## src/iep_defs.svh

```systemverilog
`ifndef IEP_DEFS_SVH
`define IEP_DEFS_SVH
`define IEP_OFF_CTRL 32'h0000_0000
`define IEP_OFF_STATUS 32'h0000_0004
`define IEP_OFF_IDT_LIMIT 32'h0000_0008
`define IEP_OFF_STACK_PTR 32'h0000_000c
`define IEP_CTRL_IF 0
`define IEP_CTRL_SS 1
`define IEP_CTRL_TS 2
`define IEP_CTRL_MP 3
`define IEP_CTRL_EM 4
`define IEP_CTRL_PE 5
`define IEP_CTRL_W 6
`define IEP_CTRL_RST 6'h00
`define IEP_IDT_RST 16'h03ff
`define IEP_SP_RST 32'h0000_0000
`define IEP_IDT_MIN 16'h000f
`define IEP_SP_MIN 32'h0000_0005
`define IEP_VEC_DEBUG 8'h01
`define IEP_VEC_NMI 8'h02
`define IEP_VEC_UD 8'h06
`define IEP_VEC_NM 8'h07
`define IEP_VEC_GP 8'h0d
`define IEP_VEC_PF 8'h0e
`define IEP_VEC_MF 8'h10
`define IEP_VEC_AC 8'h11
`define IEP_LVL_REAL 2'h0
`endif

```

## src/iep_pkg.sv

```systemverilog
package iep_pkg;
	typedef enum logic [1:0] {
		IEP_RUN = 2'h0,
		IEP_ACK = 2'h1,
		IEP_HALT = 2'h3,
		IEP_SHUT = 2'h2
	} iep_state_e;

	typedef enum logic [3:0] {
		IEP_EV_NONE, IEP_EV_DBG_PREV, IEP_EV_DBG_NEXT, IEP_EV_NMI, IEP_EV_MASKABLE_REQUEST,
		IEP_EV_FETCH, IEP_EV_DECODE, IEP_EV_WAIT_NA, IEP_EV_ESC_NA, IEP_EV_CERR,
		IEP_EV_SEG, IEP_EV_PAGE, IEP_EV_ALIGN, IEP_EV_SWI, IEP_EV_HALT, IEP_EV_SHUT
	} iep_evt_e;

	typedef struct packed {
		logic boundary;
		logic string_window;
		logic interrupt_return;
		logic halt_instruction;
		logic severe_error;
		logic swi_valid;
		logic [7:0] swi_vector;
		logic dbg_prev;
		logic dbg_next;
		logic fetch_fault;
		logic [7:0] fetch_vector;
		logic decode_fault;
		logic wait_inst;
		logic esc_inst;
		logic seg_fault;
		logic page_fault;
		logic align_fault;
		logic partial_task_segment;
		logic cs_load;
		logic [1:0] cs_descriptor_level;
		logic mem_check;
		logic code_call;
		logic [1:0] requested_level;
		logic [1:0] descriptor_level;
	} iep_core_s;

	typedef struct packed {
		logic valid;
		logic [7:0] vector;
		logic trap;
		logic restartable;
	} iep_disp_s;
endpackage

```

## src/iep_unit.sv

```systemverilog
// Our own choices: the APB slave port and the address map.
`timescale 1ns/10ps
`include "iep_defs.svh"
module iep_unit (
	input wire logic ref_clk, // Core clock
	input wire logic reset_n, // Async reset
	input wire logic psel, // APB select
	input wire logic penable, // APB enable
	input wire logic pwrite, // APB direction
	input wire logic [31:0] paddr, // APB address
	input wire logic [31:0] pwdata, // APB write data
	output logic [31:0] prdata, // APB read data
	output logic pready, // APB ready
	output logic pslverr, // APB error
	input wire logic nmi_pin, // Non-maskable request pin
	input wire logic maskable_request, // Maskable request pin
	input wire logic coproc_error_n, // Coprocessor error pin
	input wire logic ack_valid, // Vector valid from controller
	input wire logic [7:0] ack_vector, // Vector from controller
	output logic ack_req, // Acknowledge cycle request
	input iep_pkg::iep_core_s core, // Core boundary info
	output iep_pkg::iep_disp_s disp, // Dispatch pulse
	output logic halted, // Halt state
	output logic shutdown, // Shutdown state
	output logic bus_released, // Local bus released
	output logic gp_fault, // Privilege check failed
	output logic [1:0] current_level // Current privilege level
);
	import iep_pkg::*;

	logic [3:0] pin_raw;
	logic [3:0] sync1;
	logic [3:0] sync2;
	logic nmi_s;
	logic maskable_request_s;
	logic cerr_s;
	logic ackv_s;
	logic ackv_prev;
	logic ack_rise;

	logic nmi_prev;
	logic nmi_edge;
	logic nmi_pend;
	logic nmi_busy;

	logic [`IEP_CTRL_W-1:0] ctrl;
	logic [15:0] idt_limit;
	logic [31:0] stack_ptr;
	logic [1:0] cs_level;
	logic [7:0] last_vector;

	iep_state_e state;
	iep_evt_e evt;
	logic [7:0] evt_vec;
	logic evt_trap;
	logic if_flag;
	logic real_mode;
	logic [1:0] cpl_eff;
	logic [1:0] eff_level;
	logic priv_fail;
	logic nmi_take;
	logic halt_wake_maskable_request;
	logic shut_exit;
	logic idt_fits;
	logic stack_fits;

	logic wr_en;
	logic rd_setup;
	logic [31:0] next_prdata;
	logic next_pslverr;
	logic [31:0] status_word;

	assign pin_raw = {ack_valid, ~coproc_error_n, maskable_request, nmi_pin};

	// Two-stage synchronisers for every pin from outside the core clock except the ack_vector bus
	genvar g;
	generate
		for (g = 0; g < 4; g = g + 1) begin : g_sync
			always_ff @(posedge ref_clk or negedge reset_n) begin
				if (!reset_n) begin
					sync1[g] <= 1'b0;
					sync2[g] <= 1'b0;
				end else begin
					sync1[g] <= pin_raw[g];
					sync2[g] <= sync1[g];
				end
			end
		end
	endgenerate

	assign nmi_s = sync2[0];
	assign maskable_request_s = sync2[1];
	assign cerr_s = sync2[2];
	assign ackv_s = sync2[3];
	assign nmi_edge = nmi_s & ~nmi_prev;
	assign if_flag = ctrl[`IEP_CTRL_IF];
	assign real_mode = ~ctrl[`IEP_CTRL_PE];

	always_ff @(posedge ref_clk or negedge reset_n) begin
		if (!reset_n) begin
			nmi_prev <= 1'b0;
		end else begin
			nmi_prev <= nmi_s;
		end
	end

	// Vector strobe edge: a valid still draining through the synchroniser
	// from the last acknowledge must not answer a new one
	always_ff @(posedge ref_clk or negedge reset_n) begin
		if (!reset_n) begin
			ackv_prev <= 1'b0;
		end else begin
			ackv_prev <= ackv_s;
		end
	end

	assign ack_rise = ackv_s & ~ackv_prev;

	// NMI latch: a new edge wins over the service take in the same cycle
	always_ff @(posedge ref_clk or negedge reset_n) begin
		if (!reset_n) begin
			nmi_pend <= 1'b0;
		end else if (nmi_edge) begin
			nmi_pend <= 1'b1;
		end else if (nmi_take) begin
			nmi_pend <= 1'b0;
		end
	end

	// In-service flag; only an interrupt return or reset reopens NMI
	always_ff @(posedge ref_clk or negedge reset_n) begin
		if (!reset_n) begin
			nmi_busy <= 1'b0;
		end else if (nmi_take) begin
			nmi_busy <= 1'b1;
		end else if (core.interrupt_return) begin
			nmi_busy <= 1'b0;
		end
	end

	// Privilege levels
	assign cpl_eff = real_mode ? `IEP_LVL_REAL : cs_level;
	assign eff_level = (core.requested_level > cpl_eff) ? core.requested_level : cpl_eff;
	// Real mode keeps the checks; only the current level is forced to zero
	always_comb begin
		if (core.code_call) begin
			priv_fail = cpl_eff < core.descriptor_level;
		end else begin
			priv_fail = eff_level > core.descriptor_level;
		end
	end

	always_ff @(posedge ref_clk or negedge reset_n) begin
		if (!reset_n) begin
			cs_level <= `IEP_LVL_REAL;
		end else if (core.cs_load) begin
			cs_level <= core.cs_descriptor_level;
		end
	end

	always_ff @(posedge ref_clk or negedge reset_n) begin
		if (!reset_n) begin
			gp_fault <= 1'b0;
			current_level <= `IEP_LVL_REAL;
		end else begin
			gp_fault <= core.mem_check & priv_fail;
			current_level <= cpl_eff;
		end
	end

	// Arbitration: one winner per boundary, the rest stay pending
	always_comb begin
		evt = IEP_EV_NONE;
		evt_vec = 8'h00;
		evt_trap = 1'b0;
		if (state == IEP_RUN && (core.boundary || core.string_window)) begin
			// Severe error outranks every listed level; after it only an NMI is serviced, once the IDT limit and stack pointer fit
			if (core.boundary && core.severe_error) begin
				evt = IEP_EV_SHUT;
			end else if (core.boundary && (core.dbg_prev || ctrl[`IEP_CTRL_SS])) begin
				evt = IEP_EV_DBG_PREV;
				evt_vec = `IEP_VEC_DEBUG;
				evt_trap = 1'b1;
			end else if (core.boundary && core.dbg_next) begin
				evt = IEP_EV_DBG_NEXT;
				evt_vec = `IEP_VEC_DEBUG;
			end else if (nmi_pend && !nmi_busy) begin
				evt = IEP_EV_NMI;
				evt_vec = `IEP_VEC_NMI;
				evt_trap = 1'b1;
			end else if (maskable_request_s && if_flag) begin
				evt = IEP_EV_MASKABLE_REQUEST;
			end else if (!core.boundary) begin
				evt = IEP_EV_NONE;
			end else if (core.fetch_fault) begin
				evt = IEP_EV_FETCH;
				evt_vec = core.fetch_vector;
			end else if (core.decode_fault) begin
				evt = IEP_EV_DECODE;
				evt_vec = `IEP_VEC_UD;
			end else if (core.wait_inst && ctrl[`IEP_CTRL_TS] && ctrl[`IEP_CTRL_MP]) begin
				evt = IEP_EV_WAIT_NA;
				evt_vec = `IEP_VEC_NM;
			end else if (core.esc_inst && (ctrl[`IEP_CTRL_EM] || ctrl[`IEP_CTRL_TS])) begin
				evt = IEP_EV_ESC_NA;
				evt_vec = `IEP_VEC_NM;
			end else if (cerr_s) begin
				evt = IEP_EV_CERR;
				evt_vec = `IEP_VEC_MF;
			end else if (core.seg_fault) begin
				evt = IEP_EV_SEG;
				evt_vec = `IEP_VEC_GP;
			end else if (core.page_fault) begin
				evt = IEP_EV_PAGE;
				evt_vec = `IEP_VEC_PF;
			end else if (core.align_fault) begin
				evt = IEP_EV_ALIGN;
				evt_vec = `IEP_VEC_AC;
			end else if (core.swi_valid) begin
				evt = IEP_EV_SWI;
				evt_vec = core.swi_vector;
				evt_trap = 1'b1;
			end else if (core.halt_instruction) begin
				evt = IEP_EV_HALT;
			end
		end
	end

	// Halt wakes on an enabled maskable request even while an NMI is in service
	assign halt_wake_maskable_request = maskable_request_s && if_flag;
	assign idt_fits = idt_limit >= `IEP_IDT_MIN;
	assign stack_fits = stack_ptr > `IEP_SP_MIN;
	assign shut_exit = idt_fits && stack_fits;
	always_comb begin
		case (state)
			IEP_RUN: nmi_take = (evt == IEP_EV_NMI);
			IEP_HALT: nmi_take = nmi_pend && !nmi_busy;
			IEP_SHUT: nmi_take = nmi_pend && !nmi_busy && shut_exit;
			default: nmi_take = 1'b0;
		endcase
	end

	// Control state machine and dispatch
	always_ff @(posedge ref_clk or negedge reset_n) begin
		if (!reset_n) begin
			state <= IEP_RUN;
			disp <= '0;
			ack_req <= 1'b0;
			last_vector <= 8'h00;
		end else begin
			disp <= '0;
			case (state)
				IEP_RUN: begin
					if (evt == IEP_EV_SHUT) begin
						state <= IEP_SHUT;
					end else if (evt == IEP_EV_HALT) begin
						state <= IEP_HALT;
					end else if (evt == IEP_EV_MASKABLE_REQUEST) begin
						state <= IEP_ACK;
						ack_req <= 1'b1;
					end else if (evt != IEP_EV_NONE) begin
						disp.valid <= 1'b1;
						disp.vector <= evt_vec;
						disp.trap <= evt_trap;
						disp.restartable <= !evt_trap && !core.partial_task_segment;
						last_vector <= evt_vec;
					end
				end
				IEP_ACK: begin
					if (ack_rise) begin
						// Controller must hold the vector stable while valid is high
						ack_req <= 1'b0;
						state <= IEP_RUN;
						disp.valid <= 1'b1;
						disp.vector <= ack_vector;
						disp.trap <= 1'b1;
						last_vector <= ack_vector;
					end
				end
				IEP_HALT: begin
					if (nmi_take) begin
						state <= IEP_RUN;
						disp.valid <= 1'b1;
						disp.vector <= `IEP_VEC_NMI;
						disp.trap <= 1'b1;
						last_vector <= `IEP_VEC_NMI;
					end else if (halt_wake_maskable_request) begin
						state <= IEP_ACK;
						ack_req <= 1'b1;
					end
				end
				IEP_SHUT: begin
					if (nmi_take) begin
						state <= IEP_RUN;
						disp.valid <= 1'b1;
						disp.vector <= `IEP_VEC_NMI;
						disp.trap <= 1'b1;
						last_vector <= `IEP_VEC_NMI;
					end
				end
				default: state <= IEP_RUN;
			endcase
		end
	end

	// Status outputs trail the state by one cycle so that each comes from a flop
	always_ff @(posedge ref_clk or negedge reset_n) begin
		if (!reset_n) begin
			halted <= 1'b0;
			shutdown <= 1'b0;
			bus_released <= 1'b0;
		end else begin
			halted <= (state == IEP_HALT);
			shutdown <= (state == IEP_SHUT);
			bus_released <= (state == IEP_HALT);
		end
	end

	// APB slave, one wait-free access phase
	assign wr_en = psel && penable && pready && pwrite;
	assign rd_setup = psel && !penable;
	assign status_word = {
		15'h0000,
		gp_fault,
		last_vector,
		2'h0,
		cpl_eff,
		state == IEP_SHUT,
		state == IEP_HALT,
		nmi_pend,
		nmi_busy
	};

	always_comb begin
		next_prdata = 32'h0000_0000;
		next_pslverr = 1'b0;
		if (paddr == `IEP_OFF_CTRL) begin
			next_prdata = {26'h0000000, ctrl};
		end else if (paddr == `IEP_OFF_STATUS) begin
			next_prdata = status_word;
		end else if (paddr == `IEP_OFF_IDT_LIMIT) begin
			next_prdata = {16'h0000, idt_limit};
		end else if (paddr == `IEP_OFF_STACK_PTR) begin
			next_prdata = stack_ptr;
		end else begin
			next_pslverr = 1'b1;
		end
	end

	always_ff @(posedge ref_clk or negedge reset_n) begin
		if (!reset_n) begin
			pready <= 1'b0;
			pslverr <= 1'b0;
			prdata <= 32'h0000_0000;
		end else begin
			pready <= rd_setup;
			pslverr <= rd_setup && next_pslverr;
			prdata <= (rd_setup && !pwrite) ? next_prdata : 32'h0000_0000;
		end
	end

	// Status is read-only: a write to it completes and is ignored, not refused
	always_ff @(posedge ref_clk or negedge reset_n) begin
		if (!reset_n) begin
			ctrl <= `IEP_CTRL_RST;
			idt_limit <= `IEP_IDT_RST;
			stack_ptr <= `IEP_SP_RST;
		end else if (wr_en) begin
			if (paddr == `IEP_OFF_CTRL) begin
				ctrl <= pwdata[`IEP_CTRL_W-1:0];
			end else if (paddr == `IEP_OFF_IDT_LIMIT) begin
				idt_limit <= pwdata[15:0];
			end else if (paddr == `IEP_OFF_STACK_PTR) begin
				stack_ptr <= pwdata;
			end
		end
	end
endmodule

```

## config.mk

```make
export PLATFORM = sky130hd
export DESIGN_NAME = iep_unit
export DESIGN_NICKNAME = d
export VERILOG_FILES = /design/src/iep_pkg.sv /design/src/iep_unit.sv
export VERILOG_INCLUDE_DIRS = /design/src
export SDC_FILE = /design/constraint.sdc
export NUM_CORES = 1
export LEC_CHECK = 0
export ABC_AREA = 0
export BUFFER_PORTS_ARGS = -buffer_cell sky130_fd_sc_hd__clkbuf_2
export CAP_MARGIN = 20
export CORE_ASPECT_RATIO = 0.5
export CORE_MARGIN = 2
export CORE_UTILIZATION = 52
export DETAILED_ROUTE_END_ITERATION = 10
export PLACE_DENSITY_LB_ADDON = 0.12
export SKIP_CTS_REPAIR_TIMING = 1
export SYNTH_ARGS = -nofsm -noshare
export SYNTH_HDL_FRONTEND = slang
export SYNTH_SLANG_ARGS = --single-unit
```

## constraint.sdc

```tcl
create_clock -name ref_clk -period 3.02 [get_ports ref_clk]
set_clock_uncertainty 0.1 [all_clocks]
set_input_delay 0.906 -clock ref_clk [delete_from_list [all_inputs] [get_ports ref_clk]]
set_output_delay 0.906 -clock ref_clk [all_outputs]
set_load 0.03 [all_outputs]
```

* Word level (Yosys, flattened, before mapping)
Cells that the tools add are included.
W data, S select, Z words.
** Operators by class
- Order comparisons :: 5
- Bitwise operators :: 8
- Equal/unequal tests :: 22
- Reduce and logical (&&, ||, !) cells :: 39
- Multiplexer cells :: 96
** Operator list (number)
- $mux W8 :: 22
- $mux W32 :: 5
- $mux W4 :: 17
- $eq A32 B4 Y1 const B :: 2
- $mux W11 :: 4
- $eq A32 B3 Y1 const B :: 1
- $gt A32 B3 Y1 const B :: 1
- $logic_not A32 Y1 :: 1
- $mux W1 :: 32
- $pmux W10 S3 :: 1
- $pmux W8 S3 :: 1
- $mux W10 :: 2
- $logic_and A1 B1 Y1 :: 18
- $mux W2 :: 9
- $ge A16 B4 Y1 const B :: 1
- $ne A2 B2 Y1 const B :: 7
- $eq A4 B4 Y1 const B :: 2
- $pmux W2 S4 :: 1
- $reduce_and A4 Y1 :: 2
- $reduce_and A7 Y1 :: 1
- $ne A2 B1 Y1 const B :: 3
- $pmux W1 S3 :: 2
- $reduce_and A6 Y1 :: 1
- $logic_not A1 Y1 :: 5
- 18 further kinds :: 29
** Storage, ports and cells
- Input bits :: 122
- Register bits after elaboration :: 129
- Word-level logic and storage cells :: 200
- Output and inout port bits :: 52

* Logic depth before layout (Yosys ltp)
Gate-level depths: netlist of run 1.
- Word-level depth :: 23
- Depth in mapped cells :: 13

* Worst setup path before layout of run 1
OpenSTA, ideal clock, no wires.
- Kind :: input to register
- Start :: in paddr[18]
- End :: reg stack_ptr[22]
- Arrival :: 2443 ps
- Buffers on the path :: 2
- Stages on the path :: 8
- Data required time :: 2795 ps
- Setup time :: 125 ps
- Slack :: 352 ps
- Cells stage by stage :: nor4_1 > nand4_1 > nor2_1 > and2_1 > nor2b_1 > buf_2 > buf_4 > mux2_2
** On the way
- Cells in the longest elaborated chain, start to end :: 3
- Elaborated cells between the ends (all ways) :: 6
** RTL lines
- start: declaration :: line iep_unit.sv:10 : input wire logic [31:0] paddr,
- $eq A32 B4 Y1 (no line) or $logic_not A32 Y1 (tied branches)
- $not A1 Y1 (no line)
- $reduce_and A4 Y1 (no line) (*)
- end signal: assignment :: line iep_unit.sv:367 : stack_ptr <= `IEP_SP_RST;
- end signal: assignment :: line iep_unit.sv:374 : stack_ptr <= pwdata;
- end: declaration :: line iep_unit.sv:48 : logic [31:0] stack_ptr;
Mark *: on every way between the ends. The rest lies on a longest branch, timed or not.
A chain may end at the register's enable or synchronous reset.

* Worst setup path in the final report of run 1
- Start :: in paddr[26]
- End :: reg stack_ptr[9]
Same word-level chain as after synthesis.

==> results of run 1 <==
==> power by group through the flow <==
stage | registers [W] | clock network, W | logic, W
4_1_cts | 0.00175 | 0.00219 | 0.000251
5_1_grt | 0.00175 | 0.00228 | 0.000276
3_3_place_gp | 0.00178 | 0 | 0.000246
3_5_place_dp | 0.00178 | 0 | 0.000250
2_1_floorplan | 0.00178 | 0 | 0.0000818
6_report | 0.00175 | 0.00216 | 0.000249
==> cell type report <==
| cell class | instances | area (sq um) | share of cell area, % |
|---|---|---|---|
| flip-flops and latches | 129 | 3240 | 42.0 |
| multi-input cells | 330 | 2510 | 32.5 |
| repair buffers | 196 | 1080 | 14.0 |
| clock buffers | 20 | 447 | 5.79 |
| clock inverters | 12 | 183 | 2.37 |
| well taps | 145 | 181 | 2.35 |
| inverters | 18 | 67.6 | 0.876 |
==> cell usage in the layout (no fill, tap or decap), drive strengths merged, types with 9 or more instances in the layout <==
master and instances:
a21oi 34, a22oi 10, mux2 64, nor3 9, clkbuf 192, dfstp 10
nor2 24, dfrtp 119, and2 20, nand2 27, o21ai 12, nor4 18
nand4 16, buf 24, inv 19
==> metrics by stage <==
stage	power, W	std cells	utilization [%]
floorplan	0.00186	500	-
global placement	0.00203	818	64.1
global route	0.00431	850	69.8
CTS	0.00419	850	69.8
detailed placement	0.00203	818	64.1
finish	0.00416	850	69.8
==> worst paths after layout <==
kind	startpoint	cells after the start	endpoint	slack (ns)
worst max-delay path	paddr[26]	8	stack_ptr[9]	0.46
worst min-delay path	sync1[0]	0	nmi_s	0.25
worst max register to register	stack_ptr[30]	6	last_vector[1]	0.66
worst min register to register	sync1[0]	0	nmi_s	0.25
max in group asynchronous	reset_n	2	idt_limit[9]	1.85
min in group asynchronous	reset_n	1	cerr_s	0.28
==> layer usage <==
metal  GRT usage (%)  vias up  share of wire, %
met5               0        -                 0
met4            6.94        0              0.95
met3            5.37       14               7.0
met2            40.2      191                45
met1            36.5     2319                47
li1                -     2229                 -
==> cell families (layout without fill, tap and decap cells) <==
group / count (synthesis) / after routing
flops: 129 / 129
simple gates: 156 / 156
fa+ha+maj: 6 / 6
compound gates: 95 / 95
mux: 73 / 73
buf+inv: 41 / 246
==> flip-flops by register name, summed over array words and instances (netlist names), 2 cells and up <==
signal	count
stack_ptr	32
disp	11
state	2
cs_level	2
idt_limit	16
ctrl	6
prdata	32
sync1	4
current_level	2
last_vector	8
==> critical path: cells and delay by family <==
kind,cells,cell delay [ns]
mux,1,0.37
buf+inv,2,0.32
simple gates,5,1.14
==> results.json, run 1 <==
{
  "net_count_after_synthesis": 628,
  "required_ns": 3.20,
  "max_clock_freq_mhz": 390,
  "chipHeight_um": 79.5,
  "floorplan.die_area_sq_um": 12300,
  "timing.critical_path.from_type": "input pin",
  "drt_first_pass_iters": 5,
  "critical-path-max-stage-delay_ns": 0.37,
  "finalWorstSetupSlack_ns": 0.456,
  "post-dp-hpwl_mm": 11.3,
  "final.setup.tns_ns": 0,
  "clkSlewWorstSetupHoldPaths_ns": 0.05,
  "initial_core_util_pct": 53.6,
  "cts_inserted_buffers": 17,
  "cts_tree": "yes",
  "die_width_um": 155,
  "status": "complete, no violations",
  "p_comb_share_pct": 6.0,
  "area_fraction_in_and_or_nand_and_nor_cells_after_synthesis_pct": 15.2,
  "synth_enable_flop_cells": 0,
  "max_cap_violations": 0,
  "drt_iter0_drc": 381,
  "hold_slack_ns": 0.247,
  "grt_pass1_wl_mm": 23.8,
  "cts_h_tree_depth": 4,
  "wl_per_cell_um": 17.9,
  "worst-path-max-fanout": 32,
  "power_frac_seq_pct": 42.1,
  "fin_area_sq_um": 7710,
  "top_ports": 174,
  "synth_mux_area_share_pct": 14.8,
  "drcViolationCount": 0,
  "synth_top_family_by_area": "simple AND/OR/NAND/NOR gates",
  "power.density_cell_area_nw_per_um2": 539,
  "post_synth_fa_ha_maj_area_fraction_pct": 1.27,
  "yosys_warnings": 0,
  "fin_crit_sh_pct": 84.9,
  "postSynth.topFlopCell": "sky130_fd_sc_hd__dfrtp_1",
  "synth_common_cells": "sky130_fd_sc_hd__dfrtp_1 (119), sky130_fd_sc_hd__mux2_2 (51), sky130_fd_sc_hd__a21oi_1 (34)",
  "timing.final.hold_violations": 0,
  "ys_top_cells_by_area": "sky130_fd_sc_hd__dfrtp_1 (50%), sky130_fd_sc_hd__mux2_2 (9.7%), sky130_fd_sc_hd__dfstp_2 (4.4%), sky130_fd_sc_hd__a21oi_1 (2.9%), sky130_fd_sc_hd__mux2_1 (2.5%)",
  "synthesis.instances": 500,
  "cellLeakagePower_nw": 3.96,
  "final-setup-viol-count": 0,
  "max_slew.worst_pin.slew_ns": 0.663,
  "dpl_cell_area_sq_um": 7080,
  "n_antenna_cell": 0,
  "ys_seq_elements": 129,
  "detail_route.wirelength_mm": 15.2,
  "worst_slack_at_placement_ns": 0.0220,
  "critical_path_end_type": "flop",
  "area.growth.synth_to_final_pct": 30.2,
  "total_switching_power_w": 0.000898,
  "fillers": 833,
  "max-slew-margin-rel_pct": 55.7,
  "clkLatencyLatePin_ns": 0.41,
  "vias": 4753,
  "min_period_ns": 2.56,
  "vdd_ir_drop_max_uv": 425,
  "intPower_w": 0.00326,
  "synthesis.area_per_instance_sq_um": 11.8,
  "synthDistinctLibCells": 65,
  "port_buffers": 173,
  "row_count": 27,
  "nNetsFinal": 820,
  "synth-compound-area-share_pct": 11.1,
  "clk_root_buffer_cell": "sky130_fd_sc_hd__clkbuf_16",
  "hold_crit_path_type": "reg -> reg",
  "drtAntennaViolNets": 0,
  "clockBufferDepth": 2,
  "synth_xor_xnor_area_share_pct": 0,
  "report.final.slew_viol_count": 0,
  "grt-ovfl-total": 0,
  "clock_power_share_pct": 51.9,
  "critical_path.cell_chain": "clkbuf_2 -> nor4_1 -> nand4_1 -> nor2_1 -> and2_1 -> nor2b_2 -> buf_12 -> mux2_2",
  "synthMostInstantiatedCell": "sky130_fd_sc_hd__dfrtp_1",
  "first_global_vias": 4635,
  "postSynth.asyncResetShare_pct": 100,
  "synth.yosys.seq_area_share_pct": 54.7,
  "synth_area_sq_um": 5920,
  "grt_use_total_pct": 25.6,
  "unrepaired_setup_endpoints_after_global_routing": "no",
  "slowest_stage": "sky130_fd_sc_hd__mux2_2",
  "core_area_sq_um": 11000,
  "yosysTopAreaCellShare_pct": 50.3,
  "timing.setup.critical_path_class": "in -> reg",
  "clkSinkCount": 129,
  "antenna_violations_before_repair": 0,
  "netSwitchingFraction_pct": 21.6,
  "synthDominantAreaCellType": "sky130_fd_sc_hd__dfrtp_1",
  "critical_path_arrival_ns": 2.75,
  "grt_start_max_net_pins": 54,
  "gp_congestion": 0.949,
  "post_route_cells_drive_above_1_share_pct": 43.3,
  "routed_via_density": 5.59
}
Power figures use the tool's default switching activity.
==> inputs of run 2 (changes only) <==
CORE_UTILIZATION = 47   (was 52)
clock period = 2.2 ns   (was 3.02 ns; I/O delays follow)
==> run 2 against run 1 <==
Effect of this change:
- the run now ends with negative setup slack left
- hold slack lost 0.17 ns
- core utilization grew 4.2 points
- count of clock-buffer cells in the layout is the same
- flip-flop and latch count is the same
- worst setup slack lost 0.53 ns
- first-iteration DRC count shrank 18%
- power grew 38%
- sequential share of layout area shrank 5.7 points
- non-clock buffer count grew 80
- cell count grew 12%
- global-route usage grew 0.53 points
- critical endpoint is now last_vector[1]
- largest cell class unchanged
- highest routed layer unchanged
==> results.json, run 2 (synthesis results as in run 1) <==
{
  "routed_via_density": 5.48,
  "final-setup-viol-count": 18,
  "required_ns": 2.38,
  "wl_per_cell_um": 19.1,
  "worst-path-max-fanout": 3,
  "chipHeight_um": 83.4,
  "timing.final.hold_violations": 0,
  "netSwitchingFraction_pct": 22.6,
  "initial_core_util_pct": 49.1,
  "critical_path_arrival_ns": 2.46,
  "intPower_w": 0.00445,
  "dpl_cell_area_sq_um": 7790,
  "grt_use_total_pct": 26.1,
  "grt_use_met3_pct": 6.14,
  "fin_crit_sh_pct": 104,
  "layout_commonest_cell": "sky130_fd_sc_hd__clkbuf_2",
  "top_ports": 174,
  "cts_h_tree_depth": 4,
  "first_global_vias": 5162,
  "max_slew.worst_pin.slew_ns": 0.483,
  "layout_top_registers": "prdata x32, stack_ptr x32, idt_limit x16",
  "area.growth.synth_to_final_pct": 50.5,
  "clkSinkCount": 129,
  "die_width_um": 163,
  "clk_root_buffer_cell": "sky130_fd_sc_hd__clkbuf_16",
  "port_buffers": 173,
  "post-dp-hpwl_mm": 13.2,
  "fin_total_pwr_w": 0.00575,
  "max-slew-margin-rel_pct": 67.0,
  "drt_iter0_drc": 314,
  "postLayoutCoreUtil_pct": 74.0,
  "power_frac_seq_pct": 41.8,
  "cts_inserted_buffers": 17,
  "grt_util_met2_pct": 40.2,
  "clkLatencyLatePin_ns": 0.42,
  "drt_first_pass_iters": 4,
  "vias": 5210,
  "nNetsFinal": 900,
  "antenna_violations_before_repair": 0,
  "most-common-layout-cells": "sky130_fd_sc_hd__clkbuf_2 (168), sky130_fd_sc_hd__dfrtp_1 (119), sky130_fd_sc_hd__buf_4 (90)",
  "min_period_ns": 2.28,
  "clockBufferDepth": 2,
  "use_met1_pct": 37.3,
  "finalWorstSetupSlack_ns": -0.0779,
  "hold_crit_path_type": "in -> async",
  "grt_busiest_layer": "met2",
  "violations_in_the_final_reports": "negative setup slack",
  "instances_no_fill": 950,
  "report.final.slew_viol_count": 0,
  "post-place-cells": 912,
  "max_clock_freq_mhz": 439,
  "critical_path_end_type": "flop",
  "fin_area_sq_um": 8910,
  "detail_route.wirelength_mm": 18.2,
  "grt_start_max_net_pins": 39,
  "worst_slack_at_placement_ns": -0.595,
  "cts_tree": "yes",
  "grt-ovfl-total": 0,
  "vdd_ir_drop_max_uv": 407,
  "row_count": 28,
  "max_cap_violations": 0,
  "core_area_sq_um": 12100,
  "clkSlewWorstSetupHoldPaths_ns": 0.06,
  "power.density_cell_area_nw_per_um2": 645,
  "grt_pass1_wl_mm": 26.9,
  "post_route_cells_drive_above_1_share_pct": 55.3,
  "gp_congestion": 0.963,
  "total_switching_power_w": 0.00130,
  "unrepaired_setup_endpoints_after_global_routing": "yes",
  "cellLeakagePower_nw": 4.48,
  "floorplan.die_area_sq_um": 13600,
  "status": "complete, but fails checks",
  "drtAntennaViolNets": 0,
  "clock_power_share_pct": 50.4,
  "p_comb_share_pct": 7.8,
  "drcViolationCount": 0,
  "timing.critical_path.from_type": "flop",
  "n_antenna_cell": 0,
  "timing.setup.critical_path_class": "reg -> reg"
}
==> run 2: cell types whose count changed in the layout (fill, tap and decap cells not counted), sizes merged <==
cell / delta
clkbuf: -2
clkinv: -2
buf: +82
inv: +1
bufinv: -1
clkinvlp: +2
==> run 2: path summary, 6_finish.rpt <==
check | from | end | slack, ns | cells past startpoint
setup / recovery | stack_ptr[26] | last_vector[1] | -0.08 | 6
hold / removal | reset_n | prdata[1] | 0.08 | 1
setup reg to reg | stack_ptr[26] | last_vector[1] | -0.08 | 6
hold reg to reg | sync1[3] | ackv_s | 0.25 | 0
max in group asynchronous | reset_n | idt_limit[9] | 1.34 | 2
min in group ref_clk | sync1[3] | ackv_s | 0.25 | 0
==> run 2: cell type report <==
| type | instances | area, sq um |
|---|---|---|
| Clock inverter | 12 | 156 |
| Inverter | 18 | 67.6 |
| Tap cell | 165 | 206 |
| Timing Repair Buffer | 276 | 1820 |
| Clock buffer | 20 | 457 |
| Multi-Input combinational cell | 330 | 2970 |
| Sequential cell | 129 | 3240 |
| Fill cell | 877 | 3140 |
==> run 2: power groups by stage <==
stage / sequential (W) / combinational, W / clock, W
finish: 0.00240 / 0.000448 / 0.00290
global route: 0.00240 / 0.000487 / 0.00307
CTS: 0.00240 / 0.000410 / 0.00293
detailed placement: 0.00244 / 0.000409 / 0
global placement: 0.00244 / 0.000400 / 0
floorplan: 0.00245 / 0.000115 / 0
==> run 2: per-layer routing <==
| layer | part of all wire (%) | vias to the layer above |
|---|---|---|
| met5 | 0 | - |
| met4 | 0.81 | 0 |
| met3 | 7.3 | 14 |
| met2 | 45 | 213 |
| met1 | 46 | 2585 |
| li1 | - | 2398 |
==> run 2: worst max-delay path, cell delays in order, from the launching register on <==
cell and delay [ns]:
sky130_fd_sc_hd__dfrtp_1 0.41, sky130_fd_sc_hd__nor4_4 0.32, sky130_fd_sc_hd__nand4_1 0.23, sky130_fd_sc_hd__o2111a_1 0.33
sky130_fd_sc_hd__or2_4 0.25, sky130_fd_sc_hd__a2111o_1 0.33, sky130_fd_sc_hd__nand3b_1 0.18
==> run 2: per-stage QoR <==
stage	hold slack [ns]	TNS (ns)
6_report	0.0772	-0.299
5_1_grt	0.0902	-1.79
4_1_cts	0.0780	-6.55
3_5_place_dp	0.236	-41.35
3_3_place_gp	0.234	-40.48
2_1_floorplan	0.231	-5.07
